--- src/core/dpcfg_defines.svh ---
// register map, field positions, reset values and scaling constants
`ifndef DPCFG_DEFINES_SVH
`define DPCFG_DEFINES_SVH

`define DPCFG_ADDR_BUILD_OUT    8'h72
`define DPCFG_ADDR_FINE_LOSS    8'h73

`define DPCFG_RST_BUILD_OUT     8'h00
`define DPCFG_RST_FINE_LOSS     8'ha2

`define DPCFG_BO_MSB            5
`define DPCFG_FL_EN_BIT         7
`define DPCFG_FL_NOACT_BIT      6
`define DPCFG_FL_NARROW_BIT     5
`define DPCFG_FL_LIM_MSB        2

`define DPCFG_PHASE_W           16
// phase units per offset step and per fine limit step
`define DPCFG_BO_STEP           16'h0010
`define DPCFG_FINE_STEP         16'h0400

`endif

--- src/core/dpcfg_pkg.sv ---
// types shared by the phase build-out and phase-loss configuration block
package dpcfg_pkg;
	typedef logic signed [15:0] dpcfg_phase_t;
	typedef logic [2:0]         dpcfg_limit_t;
	typedef enum logic [1:0] {
		DPCFG_LOCKED,
		DPCFG_HOLDING,
		DPCFG_LOST
	} dpcfg_lock_t;
endpackage

--- src/core/dpcfg_fine_window.sv ---
// fine phase-loss window comparator
`timescale 1ns/1ps
`include "dpcfg_defines.svh"
module dpcfg_fine_window (
	input  wire logic                  sys_clk,    // system clock
	input  wire logic                  rst_n,      // synchronised reset
	input  wire logic                  enable,     // fine limit in use
	input  wire dpcfg_pkg::dpcfg_limit_t limit,    // window code
	input  wire dpcfg_pkg::dpcfg_phase_t phase_err, // measured phase error
	output logic                       exceed      // error outside window
);
	import dpcfg_pkg::*;

	function automatic logic [15:0] dpcfg_abs(input dpcfg_phase_t v);
		dpcfg_abs = v[15] ? 16'(-v) : 16'(v);
	endfunction

	wire logic [31:0] window_w;
	wire logic        over_w;

	// window grows in proportion to the code
	assign window_w = 32'(limit) * 32'(`DPCFG_FINE_STEP);
	assign over_w   = {16'h0000, dpcfg_abs(phase_err)} > window_w;

	always_ff @(posedge sys_clk or negedge rst_n) begin
		if (!rst_n) begin
			exceed <= 1'b0;
		end else begin
			exceed <= enable & over_w;
		end
	end
endmodule

--- src/core/dpcfg_top.sv ---
// build-out time offset and fine phase-loss configuration for a DPLL
// How it works
// - every build-out event has the 6-bit signed offset added to it
// - zero offset leaves the event error untouched so mean stays zero
// - bit 7 of the phase-loss register enables the 3-bit fine limit
// - enable clear: only other detectors and inactivity loss (bit 6 set) raise phase loss
// - enable set: loss flagged when error exceeds the programmed window
// - inactivity loss clear: hold lock, relock to nearest edge on return
// - phase-loss register resets to 1010 0010
`timescale 1ns/1ps
`include "dpcfg_defines.svh"
module dpcfg_top (
	input  wire logic                   sys_clk,        // 100 MHz clock
	input  wire logic                   resetn,         // power-on reset
	input  wire logic [7:0]             up_addr,        // register address
	input  wire logic                   up_wr,          // write strobe
	input  wire logic                   up_rd,          // read strobe
	input  wire logic [7:0]             up_wdata,       // write data
	output logic      [7:0]             up_rdata,       // read data
	input  wire logic                   bo_event,       // build-out event
	input  wire dpcfg_pkg::dpcfg_phase_t bo_phase_in,   // event phase error
	output dpcfg_pkg::dpcfg_phase_t     bo_phase_out,   // offset-corrected
	output logic                        bo_valid,       // corrected valid
	input  wire dpcfg_pkg::dpcfg_phase_t phase_err,     // detector error
	input  wire logic                   src_active,     // input has edges
	input  wire logic                   other_loss,     // other detectors
	output logic                        phase_lost,     // phase loss flag
	output logic                        relock_nearest, // relock pulse
	output dpcfg_pkg::dpcfg_phase_t     relock_adjust,  // nearest-edge step
	output logic                        narrow_test     // test bit level
);
	import dpcfg_pkg::*;

	// address decode shared by the write and read paths
	function automatic logic dpcfg_hit(input logic [7:0] addr,
		input logic [7:0] reg_addr);
		dpcfg_hit = addr == reg_addr;
	endfunction

	// sign-extend a 6-bit step count and scale it into phase units
	function automatic dpcfg_phase_t dpcfg_scale(input logic [5:0] steps);
		dpcfg_scale = 16'($signed(steps) * $signed(`DPCFG_BO_STEP));
	endfunction

	// two's complement step that moves the loop onto the nearest edge
	function automatic dpcfg_phase_t dpcfg_negate(input dpcfg_phase_t v);
		dpcfg_negate = 16'(-v);
	endfunction

	logic rst_s1_q;
	logic rst_n;

	always_ff @(posedge sys_clk or negedge resetn) begin
		if (!resetn) begin
			rst_s1_q <= 1'b0;
			rst_n    <= 1'b0;
		end else begin
			rst_s1_q <= 1'b1;
			rst_n    <= rst_s1_q;
		end
	end

	logic [5:0] bo_offset_q;
	logic [7:0] fine_cfg_q;

	wire logic hit_bo_w;
	wire logic hit_fl_w;
	wire logic fl_enable_w;
	wire logic noact_loss_w;
	wire dpcfg_limit_t fl_limit_w;
	wire logic [7:0] rd_mux_w;
	wire logic wr_bo_w;
	wire logic wr_fl_w;

	assign hit_bo_w     = dpcfg_hit(up_addr, `DPCFG_ADDR_BUILD_OUT);
	assign hit_fl_w     = dpcfg_hit(up_addr, `DPCFG_ADDR_FINE_LOSS);
	// writes land at the edge that samples the strobe
	assign wr_bo_w      = up_wr & hit_bo_w;
	assign wr_fl_w      = up_wr & hit_fl_w;
	assign fl_enable_w  = fine_cfg_q[`DPCFG_FL_EN_BIT];
	assign noact_loss_w = fine_cfg_q[`DPCFG_FL_NOACT_BIT];
	assign fl_limit_w   = fine_cfg_q[`DPCFG_FL_LIM_MSB:0];
	// unused offset bits read zero, unmapped addresses read zero
	assign rd_mux_w = hit_bo_w ? {2'b00, bo_offset_q} :
		hit_fl_w ? fine_cfg_q : 8'h00;

	always_ff @(posedge sys_clk or negedge rst_n) begin
		if (!rst_n) begin
			bo_offset_q <= 6'(`DPCFG_RST_BUILD_OUT);
		end else if (wr_bo_w) begin
			bo_offset_q <= up_wdata[`DPCFG_BO_MSB:0];
		end
	end

	always_ff @(posedge sys_clk or negedge rst_n) begin
		if (!rst_n) begin
			fine_cfg_q <= `DPCFG_RST_FINE_LOSS;
		end else if (wr_fl_w) begin
			fine_cfg_q <= up_wdata;
		end
	end

	always_ff @(posedge sys_clk or negedge rst_n) begin
		if (!rst_n) begin
			up_rdata <= 8'h00;
		end else if (up_rd) begin
			up_rdata <= rd_mux_w;
		end
	end

	// test bit is mirrored on its own output
	always_ff @(posedge sys_clk or negedge rst_n) begin
		if (!rst_n) begin
			narrow_test <= 1'b1;
		end else begin
			narrow_test <= fine_cfg_q[`DPCFG_FL_NARROW_BIT];
		end
	end

	// offset is a signed step count scaled into phase units
	wire dpcfg_phase_t bo_scaled_w;
	wire dpcfg_phase_t bo_sum_w;

	assign bo_scaled_w = dpcfg_scale(bo_offset_q);
	assign bo_sum_w    = bo_phase_in + bo_scaled_w;

	always_ff @(posedge sys_clk or negedge rst_n) begin
		if (!rst_n) begin
			bo_phase_out <= 16'h0000;
			bo_valid     <= 1'b0;
		end else begin
			bo_valid <= bo_event;
			if (bo_event) begin
				bo_phase_out <= bo_sum_w;
			end
		end
	end

	wire logic fine_exceed_w;

	dpcfg_fine_window u_fine (
		.sys_clk   (sys_clk),
		.rst_n     (rst_n),
		.enable    (fl_enable_w),
		.limit     (fl_limit_w),
		.phase_err (phase_err),
		.exceed    (fine_exceed_w)
	);

	// any loss cause other than inactivity
	wire logic loss_cause_w;

	assign loss_cause_w = other_loss || fine_exceed_w;

	dpcfg_lock_t lock_q;
	dpcfg_lock_t lock_d;
	logic        lost_d;

	always_comb begin
		lock_d = lock_q;
		case (lock_q)
		DPCFG_LOCKED: begin
			if (!src_active && !noact_loss_w) begin
				lock_d = DPCFG_HOLDING;
			end else if (!src_active || loss_cause_w) begin
				lock_d = DPCFG_LOST;
			end
		end
		// a quiet source holds lock, so phase_lost stays low until inactivity loss is set
		DPCFG_HOLDING: begin
			if (src_active) begin
				lock_d = DPCFG_LOCKED;
			end else if (noact_loss_w) begin
				lock_d = DPCFG_LOST;
			end
		end
		DPCFG_LOST: begin
			if (src_active && !loss_cause_w) begin
				lock_d = DPCFG_LOCKED;
			end
		end
		default: begin
			lock_d = DPCFG_LOST;
		end
		endcase
	end

	assign lost_d = lock_d == DPCFG_LOST;

	wire logic relock_w;
	assign relock_w = lock_q == DPCFG_HOLDING && src_active;

	always_ff @(posedge sys_clk or negedge rst_n) begin
		if (!rst_n) begin
			lock_q     <= DPCFG_LOST;
			phase_lost <= 1'b1;
		end else begin
			lock_q     <= lock_d;
			phase_lost <= lost_d;
		end
	end

	// relock after inactivity is a one-cycle pulse with its correction
	always_ff @(posedge sys_clk or negedge rst_n) begin
		if (!rst_n) begin
			relock_nearest <= 1'b0;
			relock_adjust  <= 16'h0000;
		end else begin
			relock_nearest <= relock_w;
			// signed full-cycle phase wraps to the nearest edge, +-180 deg
			if (relock_w) begin
				relock_adjust <= dpcfg_negate(phase_err);
			end
		end
	end
endmodule

--- config.mk ---
export PLATFORM = sky130hd
export DESIGN_NAME = dpcfg_top
export DESIGN_NICKNAME = d
export VERILOG_FILES = /design/src/core/dpcfg_pkg.sv /design/src/core/dpcfg_fine_window.sv /design/src/core/dpcfg_top.sv
export VERILOG_INCLUDE_DIRS = /design/src /design/src/core
export SDC_FILE = /design/constraint.sdc
export NUM_CORES = 1
export LEC_CHECK = 0
export BUFFER_PORTS_ARGS = -buffer_cell sky130_fd_sc_hd__buf_2
export CORE_AREA = 3 3 96 98
export DETAILED_ROUTE_END_ITERATION = 10
export DIE_AREA = 0 0 99 101
export GPL_ROUTABILITY_DRIVEN = 0
export PLACE_DENSITY = 0.71
export SKIP_CTS_REPAIR_TIMING = 1
export SYNTH_ARGS = -nofsm -noshare
export SYNTH_HDL_FRONTEND = slang
export SYNTH_SLANG_ARGS = --single-unit
export TNS_END_PERCENT = 100
--- constraint.sdc ---
create_clock -name sys_clk -period 1.9 [get_ports sys_clk]
set_input_delay 0.38 -clock sys_clk [delete_from_list [all_inputs] [get_ports sys_clk]]
set_output_delay 0.38 -clock sys_clk [all_outputs]
set_load 0.05 [all_outputs]
==> qor.csv, run 1 <==
metric,value,unit
yosys_register_bits,63,
synth_cell_types,51,
worst_ir_drop_vdd,732,uV
synth_edf_count,0,
synth_warnings,0,
netlist.area_leader.share,42.4,%
grt_antenna_before_repair,0,
grt_pass1_wl,14500,um
start_kind,input port,
areaGrowthSynthToFinish,42.0,%
timing.final.ws_setup,-210,ps
violations,setup timing,
max_freq,474,MHz
status,finished with violations,
root_buffer,clkbuf_8,
p_int,2.87,mW
dp_hpwl,6500,um
hold_end,phase_lost,
pin_count,99,
grtUsageTotal,18.0,%
cts_tree,done,
crit_start,phase_err[2],
nets,555,
n_fill_cell,799,
powerDensity,954,mW/mm2
yosysSeqAreaShare,47.1,%
grt_max_degree,62,
syn_nets,400,
grt_use_met3,3.94,%
regToRegStartpoint,bo_offset_q[0],
die_area,0.0100,mm2
antenna_cells,0,
h-tree-depth,3,
synthTopCellsByCount,"dfrtp_1, nand2_1, o21ai_0",
route.detailed.drc,0,
row_count,34,
min_period,2110,ps
p_seq_share,36.4,%
yosysTopAreaCell,dfrtp_1,
viasPerCell,5.09,
synth_cells,327,
finalNonFillerCells,595,
grtUsageMet2,32.9,%
hold_depth,2,
cts_buffer_depth,2,
criticalPathCategory,in -> reg,
busiest_layer,met2,
critPathArrivalTime,2320,ps
cp-end-kind,register,
rr_worst_depth,9,
ys_async_sr_fraction,100,%
multiInputGateArea,0.00181,mm2
final_hold_viol_count,0,
numCtsBuffers,9,
p_sw_share,37.0,%
drt_iter0_markers,64,
power_frac_comb,32.4,%
die_h,101,um
start_util,39.4,%
ant_nets,0,
grt_remaining_overflow,0,
ff2ff_setup_slack,-210,ps
maxCapViolations,0,
grt_setup_unrepaired,yes,
clkPwrFrac,31.2,%
clk_pin_slew,80,ps
fin_skew,13.1,ps
regArea,0.00159,mm2
grt_use_met1,21.0,%
final_layout_size_suffix_gt1_share,46.6,%
drt_wl_total,8740,um
yosys-top-cells-area,"dfrtp_1, mux2_2, ha_1",
setup_viol,5,
period_share,111,%
cts.sinks,63,
insertion_delay,340,ps
dpl_cell_area,0.00444,mm2
dr.pass1.iters,4,
first_global_vias,3107,
crit_fanout,3,
hold_path.class,in -> reg,
final_cell_area,0.00478,mm2
slew_violations,0,
syn_area,0.00337,mm2
coreArea,0.00855,mm2
numPortBuffers,98,
yosysMostFrequentCell,dfrtp_1,
worst-endpoint-required,2100,ps
placed_cells,577,
switching_power,1.69,mW
vias,3026,
die_x,99,um
ys.flop_type,dfrtp_1,
wire_per_inst,14.7,um
postSynthAreaPerCell,10.3,um2
worstHoldStart,src_active,
leakage,2.32,nW
r2r-end,bo_phase_out[14],
==> worst max-delay path, stage by stage <==
cell     delay [ps]
buf_2           130
nor4_4          350
nand2_2         100
or4_4           450
nand2_4          90
xnor2_2          60
ha_1            320
a21oi_2         140
nor2_1           60
o32ai_2         130
a31oi_1         110
==> power by group through the flow <==
| stage | registers [mW] | clock network [mW] | logic, mW |
|---|---|---|---|
| 6_report | 1.66 | 1.43 | 1.48 |
| 5_1_grt | 1.69 | 1.53 | 1.58 |
| 4_1_cts | 1.66 | 1.46 | 1.45 |
| 3_5_place_dp | 1.68 | 0 | 1.45 |
| 3_3_place_gp | 1.68 | 0 | 1.42 |
| 2_1_floorplan | 2.32 | 0 | 0.351 |
==> worst max-delay path by stage <==
| stage | endpoint | slack (ps) | cells past startpoint |
|---|---|---|---|
| 2_1_floorplan | u_fine.exceed | -340 | 11 |
| 3_3_place_gp | u_fine.exceed | -430 | 11 |
| 3_5_place_dp | u_fine.exceed | -540 | 11 |
| 4_1_cts | u_fine.exceed | -180 | 11 |
| 5_1_grt | bo_phase_out[12] | -310 | 9 |
| 6_report | u_fine.exceed | -210 | 11 |
==> flip-flops by register name (all words and copies together) (netlist names), 2 cells and up <==
name,flops
fine_cfg_q,8
relock_adjust,16
bo_phase_out,16
bo_offset_q,6
up_rdata,8
lock_q,2
==> layer usage <==
layer  part of all wire [%]  wire [um]
met1                     42       3650
met2                     52       4580
met3                    4.8        423
met4                   0.89         78
met5                      0          0
==> area by class of cell <==
type	count	area share, %
timing repair buffer	155	19.8
sequential	63	33.2
inverter	17	1.33
multi-input combinational	236	37.9
clock buffer	11	2.75
tap	108	2.83
clock inverter	5	2.22
==> per-stage QoR <==
stage	total power, mW	hold WS, ps	setup slack [ps]	utilization, %	TNS [ps]
finish	4.56	215	-210	55.9	-697
global route	4.80	206	-310	55.9	-1230
CTS	4.58	-219	-181	54.7	-897
detailed placement	3.13	167	-540	51.9	-2270
global placement	3.10	165	-429	51.9	-1940
floorplan	2.67	84.4	-336	-	-443
==> cells by family after synthesis <==
| logic type | after synthesis | share of synthesized area (%) |
|---|---|---|
| mux | 26 | 8.66 |
| simple gates | 92 | 13.8 |
| fa+ha+maj | 18 | 6.91 |
| flops | 63 | 47.1 |
| xor+xnor | 20 | 5.20 |
| compound gates | 79 | 14.5 |
| buf+inv | 28 | 3.72 |
| other cells | 1 | 0.111 |
==> cells in the final DEF (no fill, tap or decap), types with 5 or more instances in the layout <==
| master | synthesis | layout |
|---|---|---|
| buf_2 | 2 | 98 |
| dfrtp_1 | 57 | 55 |
| buf_4 | 0 | 54 |
| nand2_1 | 33 | 32 |
| o21ai_0 | 26 | 23 |
| mux2_2 | 25 | 23 |
| nor2_1 | 18 | 18 |
| inv_1 | 17 | 16 |
| xnor2_1 | 15 | 14 |
| a21oi_1 | 15 | 13 |
| ha_1 | 17 | 13 |
| clkbuf_8 | 1 | 9 |
| a22oi_1 | 7 | 7 |
| nor3_1 | 6 | 6 |
| nand3_1 | 6 | 6 |
| dfstp_2 | 6 | 6 |
| nor2b_1 | 6 | 5 |
| xor2_1 | 5 | 5 |
Power figures use the tool's default switching activity.
==> run 2: changes to the inputs <==
--- a/config.mk
+++ b/config.mk
@@ -11,7 +11,9 @@
 export DETAILED_ROUTE_END_ITERATION = 10
 export DIE_AREA = 0 0 99 101
 export GPL_ROUTABILITY_DRIVEN = 0
+export HOLD_SLACK_MARGIN = 0.1
 export PLACE_DENSITY = 0.71
+export SETUP_SLACK_MARGIN = 0.02
 export SKIP_CTS_REPAIR_TIMING = 1
 export SYNTH_ARGS = -nofsm -noshare
 export SYNTH_HDL_FRONTEND = slang
==> run 2 against run 1 <==
  * The run still ends with setup timing left
  * Sequential power about the same
  * Fmax increased by 2.2%
  * Wire length down 4.5%
==> qor.csv, run 2 (same netlist as run 1, synthesis figures left out) <==
metric,value,unit,change
slew_violations,0,,unchanged
finalNonFillerCells,598,,was 595
cp-end-kind,register,,unchanged
cts_tree,done,,unchanged
rr_worst_depth,9,,unchanged
crit_fanout,3,,unchanged
cp_slowest_cell,dfrtp_1,,was or4_4
timing.setup.tns,-612,ps,was -697 ps
worst_ir_drop_vdd,523,uV,was 732 uV
status,finished with violations,,unchanged
final_layout_size_suffix_gt1_share,46.7,%,was 46.6%
hold_depth,2,,unchanged
critPathBufInv,1,,unchanged
timing.final.ws_setup,-166,ps,was -210 ps
n_fill_cell,772,,was 799
max_freq,484,MHz,was 474 MHz
cts.sinks,63,,unchanged
layout_commonest_cell,buf_2,,unchanged
areaGrowthSynthToFinish,40.3,%,was 42.0%
numCtsBuffers,9,,unchanged
start_kind,register,,was input port
wire_per_inst,13.9,um,was 14.7 um
ant_nets,0,,unchanged
crit_chain,"ha_4, inv_2, fa_2, nor2b_2, o31a_1, o21ai_2, a211oi_1, or3_1, a31o_2",,"was buf_2, nor4_4, nand2_2, or4_4, nand2_4, xnor2_2, ha_1, a21oi_2, nor2_1, o32ai_2, a31oi_1"
clk_pin_slew,70,ps,was 80 ps
drt_wl_total,8340,um,was 8740 um
start_util,39.4,%,unchanged
critPathArrivalTime,2290,ps,was 2320 ps
cts_buffer_depth,2,,unchanged
grt_antenna_before_repair,0,,unchanged
slowest_delay,410,ps,was 450 ps
grt_max_degree,62,,unchanged
powerDensity,873,mW/mm2,was 954 mW/mm2
crit_start,bo_offset_q[0],,was phase_err[2]
violations,setup timing,,unchanged
dp_hpwl,6320,um,was 6500 um
period_share,109,%,was 111%
nets,558,,was 555
layout_common_cells,"buf_2, dfrtp_1, buf_4",,unchanged
fin_skew,10.8,ps,was 13.1 ps
regToRegStartpoint,bo_offset_q[0],,unchanged
die_area,0.0100,mm2,unchanged
dr.pass1.iters,4,,unchanged
criticalPathCategory,reg -> reg,,was in -> reg
path_delay_family,compound AO/OA/AOI/OAI gates,,was simple AND/OR/NAND/NOR gates
numPortBuffers,98,,unchanged
power,4.12,mW,was 4.56 mW
setup_viol,7,,was 5
insertion_delay,340,ps,about the same
coreArea,0.00855,mm2,unchanged
min_period,2070,ps,was 2110 ps
cp.depth,9,,was 11
grtUsageTotal,17.2,%,was 18.0%
vias,2998,,was 3026
placed_cells,577,,unchanged
drt_iter0_markers,73,,was 64
final_hold_viol_count,0,,unchanged
worstHoldStart,src_active,,unchanged
die_h,101,um,unchanged
top_regs,"bo_phase_out (16), relock_adjust (16)",,unchanged
hold_path.class,in -> reg,,unchanged
maxCapViolations,0,,unchanged
first_global_vias,3024,,was 3107
grt_setup_unrepaired,yes,,unchanged
leakage,2.30,nW,was 2.32 nW
viasPerCell,5.01,,was 5.09
worst-endpoint-required,2120,ps,was 2100 ps
row_count,34,,unchanged
die_x,99,um,unchanged
grt_remaining_overflow,0,,unchanged
grt_pass1_wl,13700,um,was 14500 um
h-tree-depth,3,,unchanged
pin_count,99,,unchanged
root_buffer,clkbuf_8,,unchanged
route.detailed.drc,0,,unchanged
antenna_cells,0,,unchanged
[run 2: path summary, 6_finish.rpt]
path / slack, ps / endpoint
worst min-delay path: 220 / phase_lost
min in group asynchronous: 270 / relock_nearest
worst max register to register: -170 / bo_phase_out[14]
worst max-delay path: -170 / bo_phase_out[14]
max in group asynchronous: 1310 / fine_cfg_q[7]
worst min register to register: 270 / relock_nearest
[run 2: report_power, final]
| part | leakage [nW] | internal (mW) | switching (mW) | total [mW] |
|---|---|---|---|---|
| registers | 0.777 | 1.55 | 0.115 | 1.66 |
| clock network | 0.0801 | 0.468 | 0.510 | 0.978 |
| logic | 1.44 | 0.457 | 1.02 | 1.48 |
| total | 2.30 | 2.47 | 1.65 | 4.12 |
[run 2: area by class of cell]
cell class	instances	area [um2]	area share, %
timing repair buffer	158	972	20.6
clock inverter	4	22.5	0.477
sequential	63	1590	33.6
clock buffer	12	135	2.86
multi-input combinational	236	1810	38.3
tap	108	135	2.86
inverter	17	63.8	1.35
[run 2: layer usage]
| layer | global-route usage [%] | up-vias | part of all wire [%] |
|---|---|---|---|
| met3 | 3.60 | 14 | 5.6 |
| met4 | 7.35 | 0 | 1.9 |
| met2 | 29.6 | 82 | 49 |
| met1 | 20.7 | 1422 | 43 |
| li1 | - | 1480 | - |
| met5 | 0 | - | 0 |
[run 2: worst reg2reg max path, cell delays in order (launching register included)]
cell and delay, ps:
dfrtp_1 410, ha_4 170, inv_2 50, fa_2 200
nor2b_2 50, o31a_1 260, o21ai_2 160, a211oi_1 110
or3_1 310, a31o_2 230
[run 2: metrics by stage]
stage	util (%)	hold WS, ps	area [um2]	setup WS [ps]
floorplan	-	84.4	3440	-336
global placement	51.9	166	4440	-442
detailed placement	51.9	166	4440	-486
CTS	53.8	-204	4600	-188
global route	55.2	229	4720	-321
finish	55.2	224	4720	-166
==> run 3: changes to the inputs <==
--- a/config.mk
+++ b/config.mk
@@ -7,12 +7,12 @@
 export NUM_CORES = 1
 export LEC_CHECK = 0
 export BUFFER_PORTS_ARGS = -buffer_cell sky130_fd_sc_hd__buf_2
-export CORE_AREA = 3 3 96 98
+export CORE_AREA = 3 3 89 91
 export DETAILED_ROUTE_END_ITERATION = 10
-export DIE_AREA = 0 0 99 101
+export DIE_AREA = 0 0 92 94
 export GPL_ROUTABILITY_DRIVEN = 0
 export HOLD_SLACK_MARGIN = 0.1
-export PLACE_DENSITY = 0.71
+export PLACE_DENSITY = 0.8
 export SETUP_SLACK_MARGIN = 0.02
 export SKIP_CTS_REPAIR_TIMING = 1
 export SYNTH_ARGS = -nofsm -noshare
==> run 3 against run 2 <==
  * The flow still finishes with violations (setup timing)
  * Global-route usage increased by 3.1 points
  * Cell count decreased by 1.3%
  * Die area decreased by 14%
  * Count of clock-buffer cells in the layout increased by 3
  * Sequential power about the same
  * Highest routed layer unchanged
==> qor.csv, run 3 (same netlist as run 1, synthesis figures left out) <==
metric,value,unit,change
timing.final.ws_setup,-240,ps,was -166 ps
cts_buffer_depth,2,,unchanged
status,finished with violations,,unchanged
met2_wirelength,4840,um,was 4120 um
critPathArrivalTime,2360,ps,was 2290 ps
areaGrowthSynthToFinish,41.8,%,was 40.3%
setup_viol,8,,was 7
wire_per_inst,15.0,um,was 13.9 um
cp-end-kind,register,,unchanged
layout_commonest_cell,buf_2,,unchanged
drt_wl_total,8870,um,was 8340 um
row_count,31,,was 34
fin_skew,9.08,ps,was 10.8 ps
cp_slowest_cell,dfrtp_1,,unchanged
clk_pin_slew,70,ps,about the same
cts.sinks,63,,unchanged
final_hold_viol_count,0,,unchanged
drt_iter0_markers,74,,was 73
pre_cts_ws,-511,ps,was -486 ps
worst_ir_drop_vdd,553,uV,was 523 uV
powerDensity,882,mW/mm2,was 873 mW/mm2
antenna_cells,0,,unchanged
root_buffer,clkbuf_8,,unchanged
violations,setup timing,,unchanged
layout_common_cells,"buf_2, buf_4, dfrtp_1",,"was buf_2, dfrtp_1, buf_4"
cts_tree,done,,unchanged
dp_hpwl,6640,um,was 6320 um
wl_met3,430,um,was 463 um
power,4.21,mW,was 4.12 mW
grt_antenna_before_repair,0,,unchanged
numPortBuffers,98,,unchanged
placed_cells,569,,was 577
die_area,0.00865,mm2,was 0.0100 mm2
worst-endpoint-required,2120,ps,about the same
dr.pass1.iters,4,,unchanged
maxCapViolations,0,,unchanged
pin_count,99,,unchanged
die_x,92,um,was 99 um
timing.setup.tns,-1130,ps,was -612 ps
vias,3059,,was 2998
grt_max_degree,32,,was 62
critPathBufInv,1,,unchanged
max_freq,467,MHz,was 484 MHz
period_share,113,%,was 109%
start_kind,register,,unchanged
numCtsBuffers,9,,unchanged
grt_pass1_wl,14000,um,was 13700 um
wl_met1,3440,um,was 3600 um
criticalPathCategory,reg -> reg,,unchanged
die_h,94,um,was 101 um
finalNonFillerCells,590,,was 598
grt_remaining_overflow,0,,unchanged
insertion_delay,330,ps,was 340 ps
first_global_vias,3162,,was 3024
nets,559,,was 558
viasPerCell,5.18,,was 5.01
start_util,46.7,%,was 39.4%
route.detailed.drc,0,,unchanged
final_layout_size_suffix_gt1_share,47.7,%,was 46.7%
crit_fanout,3,,unchanged
fin_util,66.1,%,was 55.2%
h-tree-depth,3,,unchanged
coreArea,0.00721,mm2,was 0.00855 mm2
top_regs,"bo_phase_out (16), relock_adjust (16)",,unchanged
grtUsageTotal,20.3,%,was 17.2%
grt_setup_unrepaired,yes,,unchanged
ant_nets,0,,unchanged
min_period,2140,ps,was 2070 ps
slowest_delay,410,ps,about the same
hold_path.class,reg -> async,,was in -> reg
highest_layer,met4,,unchanged
slew_violations,0,,unchanged
leakage,2.33,nW,was 2.30 nW
path_delay_family,compound AO/OA/AOI/OAI gates,,unchanged
crit_chain,"ha_4, inv_2, fa_2, nor2b_2, o31a_1, o21ai_2, a211oi_2, or3_1, a31o_2",,"was ha_4, inv_2, fa_2, nor2b_2, o31a_1, o21ai_2, a211oi_1, or3_1, a31o_2"
run 3: cell types whose count changed in the layout (fill, tap and decap cells not counted), sizes merged:
cell	change
clkbuf	+3
clkinv	-2
buf	+1
clkinvlp	-1
run 3: worst reg2reg max path, delay by kind of cell, from the launching register on:
family / cells / cell delay, ps
flops: 1 / 410
buf+inv: 1 / 50
fa+ha+maj: 2 / 390
compound gates: 4 / 820
simple gates: 2 / 370
run 3: worst paths after layout:
kind	startpoint	end	slack (ps)	cells past startpoint
min in group sys_clk	src_active	lock_q[1]	230	2
worst max-delay path	bo_offset_q[0]	bo_phase_out[14]	-240	9
max in group asynchronous	rst_n	fine_cfg_q[4]	1160	1
worst max register to register	bo_offset_q[0]	bo_phase_out[14]	-240	9
worst min-delay path	rst_n	bo_phase_out[3]	180	0
worst min register to register	rst_n	bo_phase_out[3]	180	0
run 3: report_power, final:
| group | internal (mW) | switching, mW |
|---|---|---|
| Clock | 0.546 | 0.480 |
| Sequential | 1.55 | 0.125 |
| Combinational | 0.469 | 1.04 |
| Total | 2.56 | 1.64 |
run 3: final cells by class:
cell class | count | area, um2
clock inverters | 1 | 5.00
well taps | 99 | 124
fillers | 607 | 2440
inverters | 17 | 63.8
clock buffers | 15 | 166
repair buffers | 159 | 975
multi-input cells | 236 | 1850
flip-flops and latches | 63 | 1590
run 3: layer usage:
layer / vias up / track usage [%]
li1: 1478 / -
met1: 1475 / 22.2
met2: 89 / 38.4
met3: 17 / 4.81
met4: 0 / 6.44
met5: - / 0
run 3: metrics by stage:
stage / hold WS (ps) / cell area (um2)
after floorplan: 84.4 / 3440
after global placement: 165 / 4430
after detailed placement: 165 / 4430
after CTS: -197 / 4600
final: 180 / 4770
after global routing: 215 / 4770
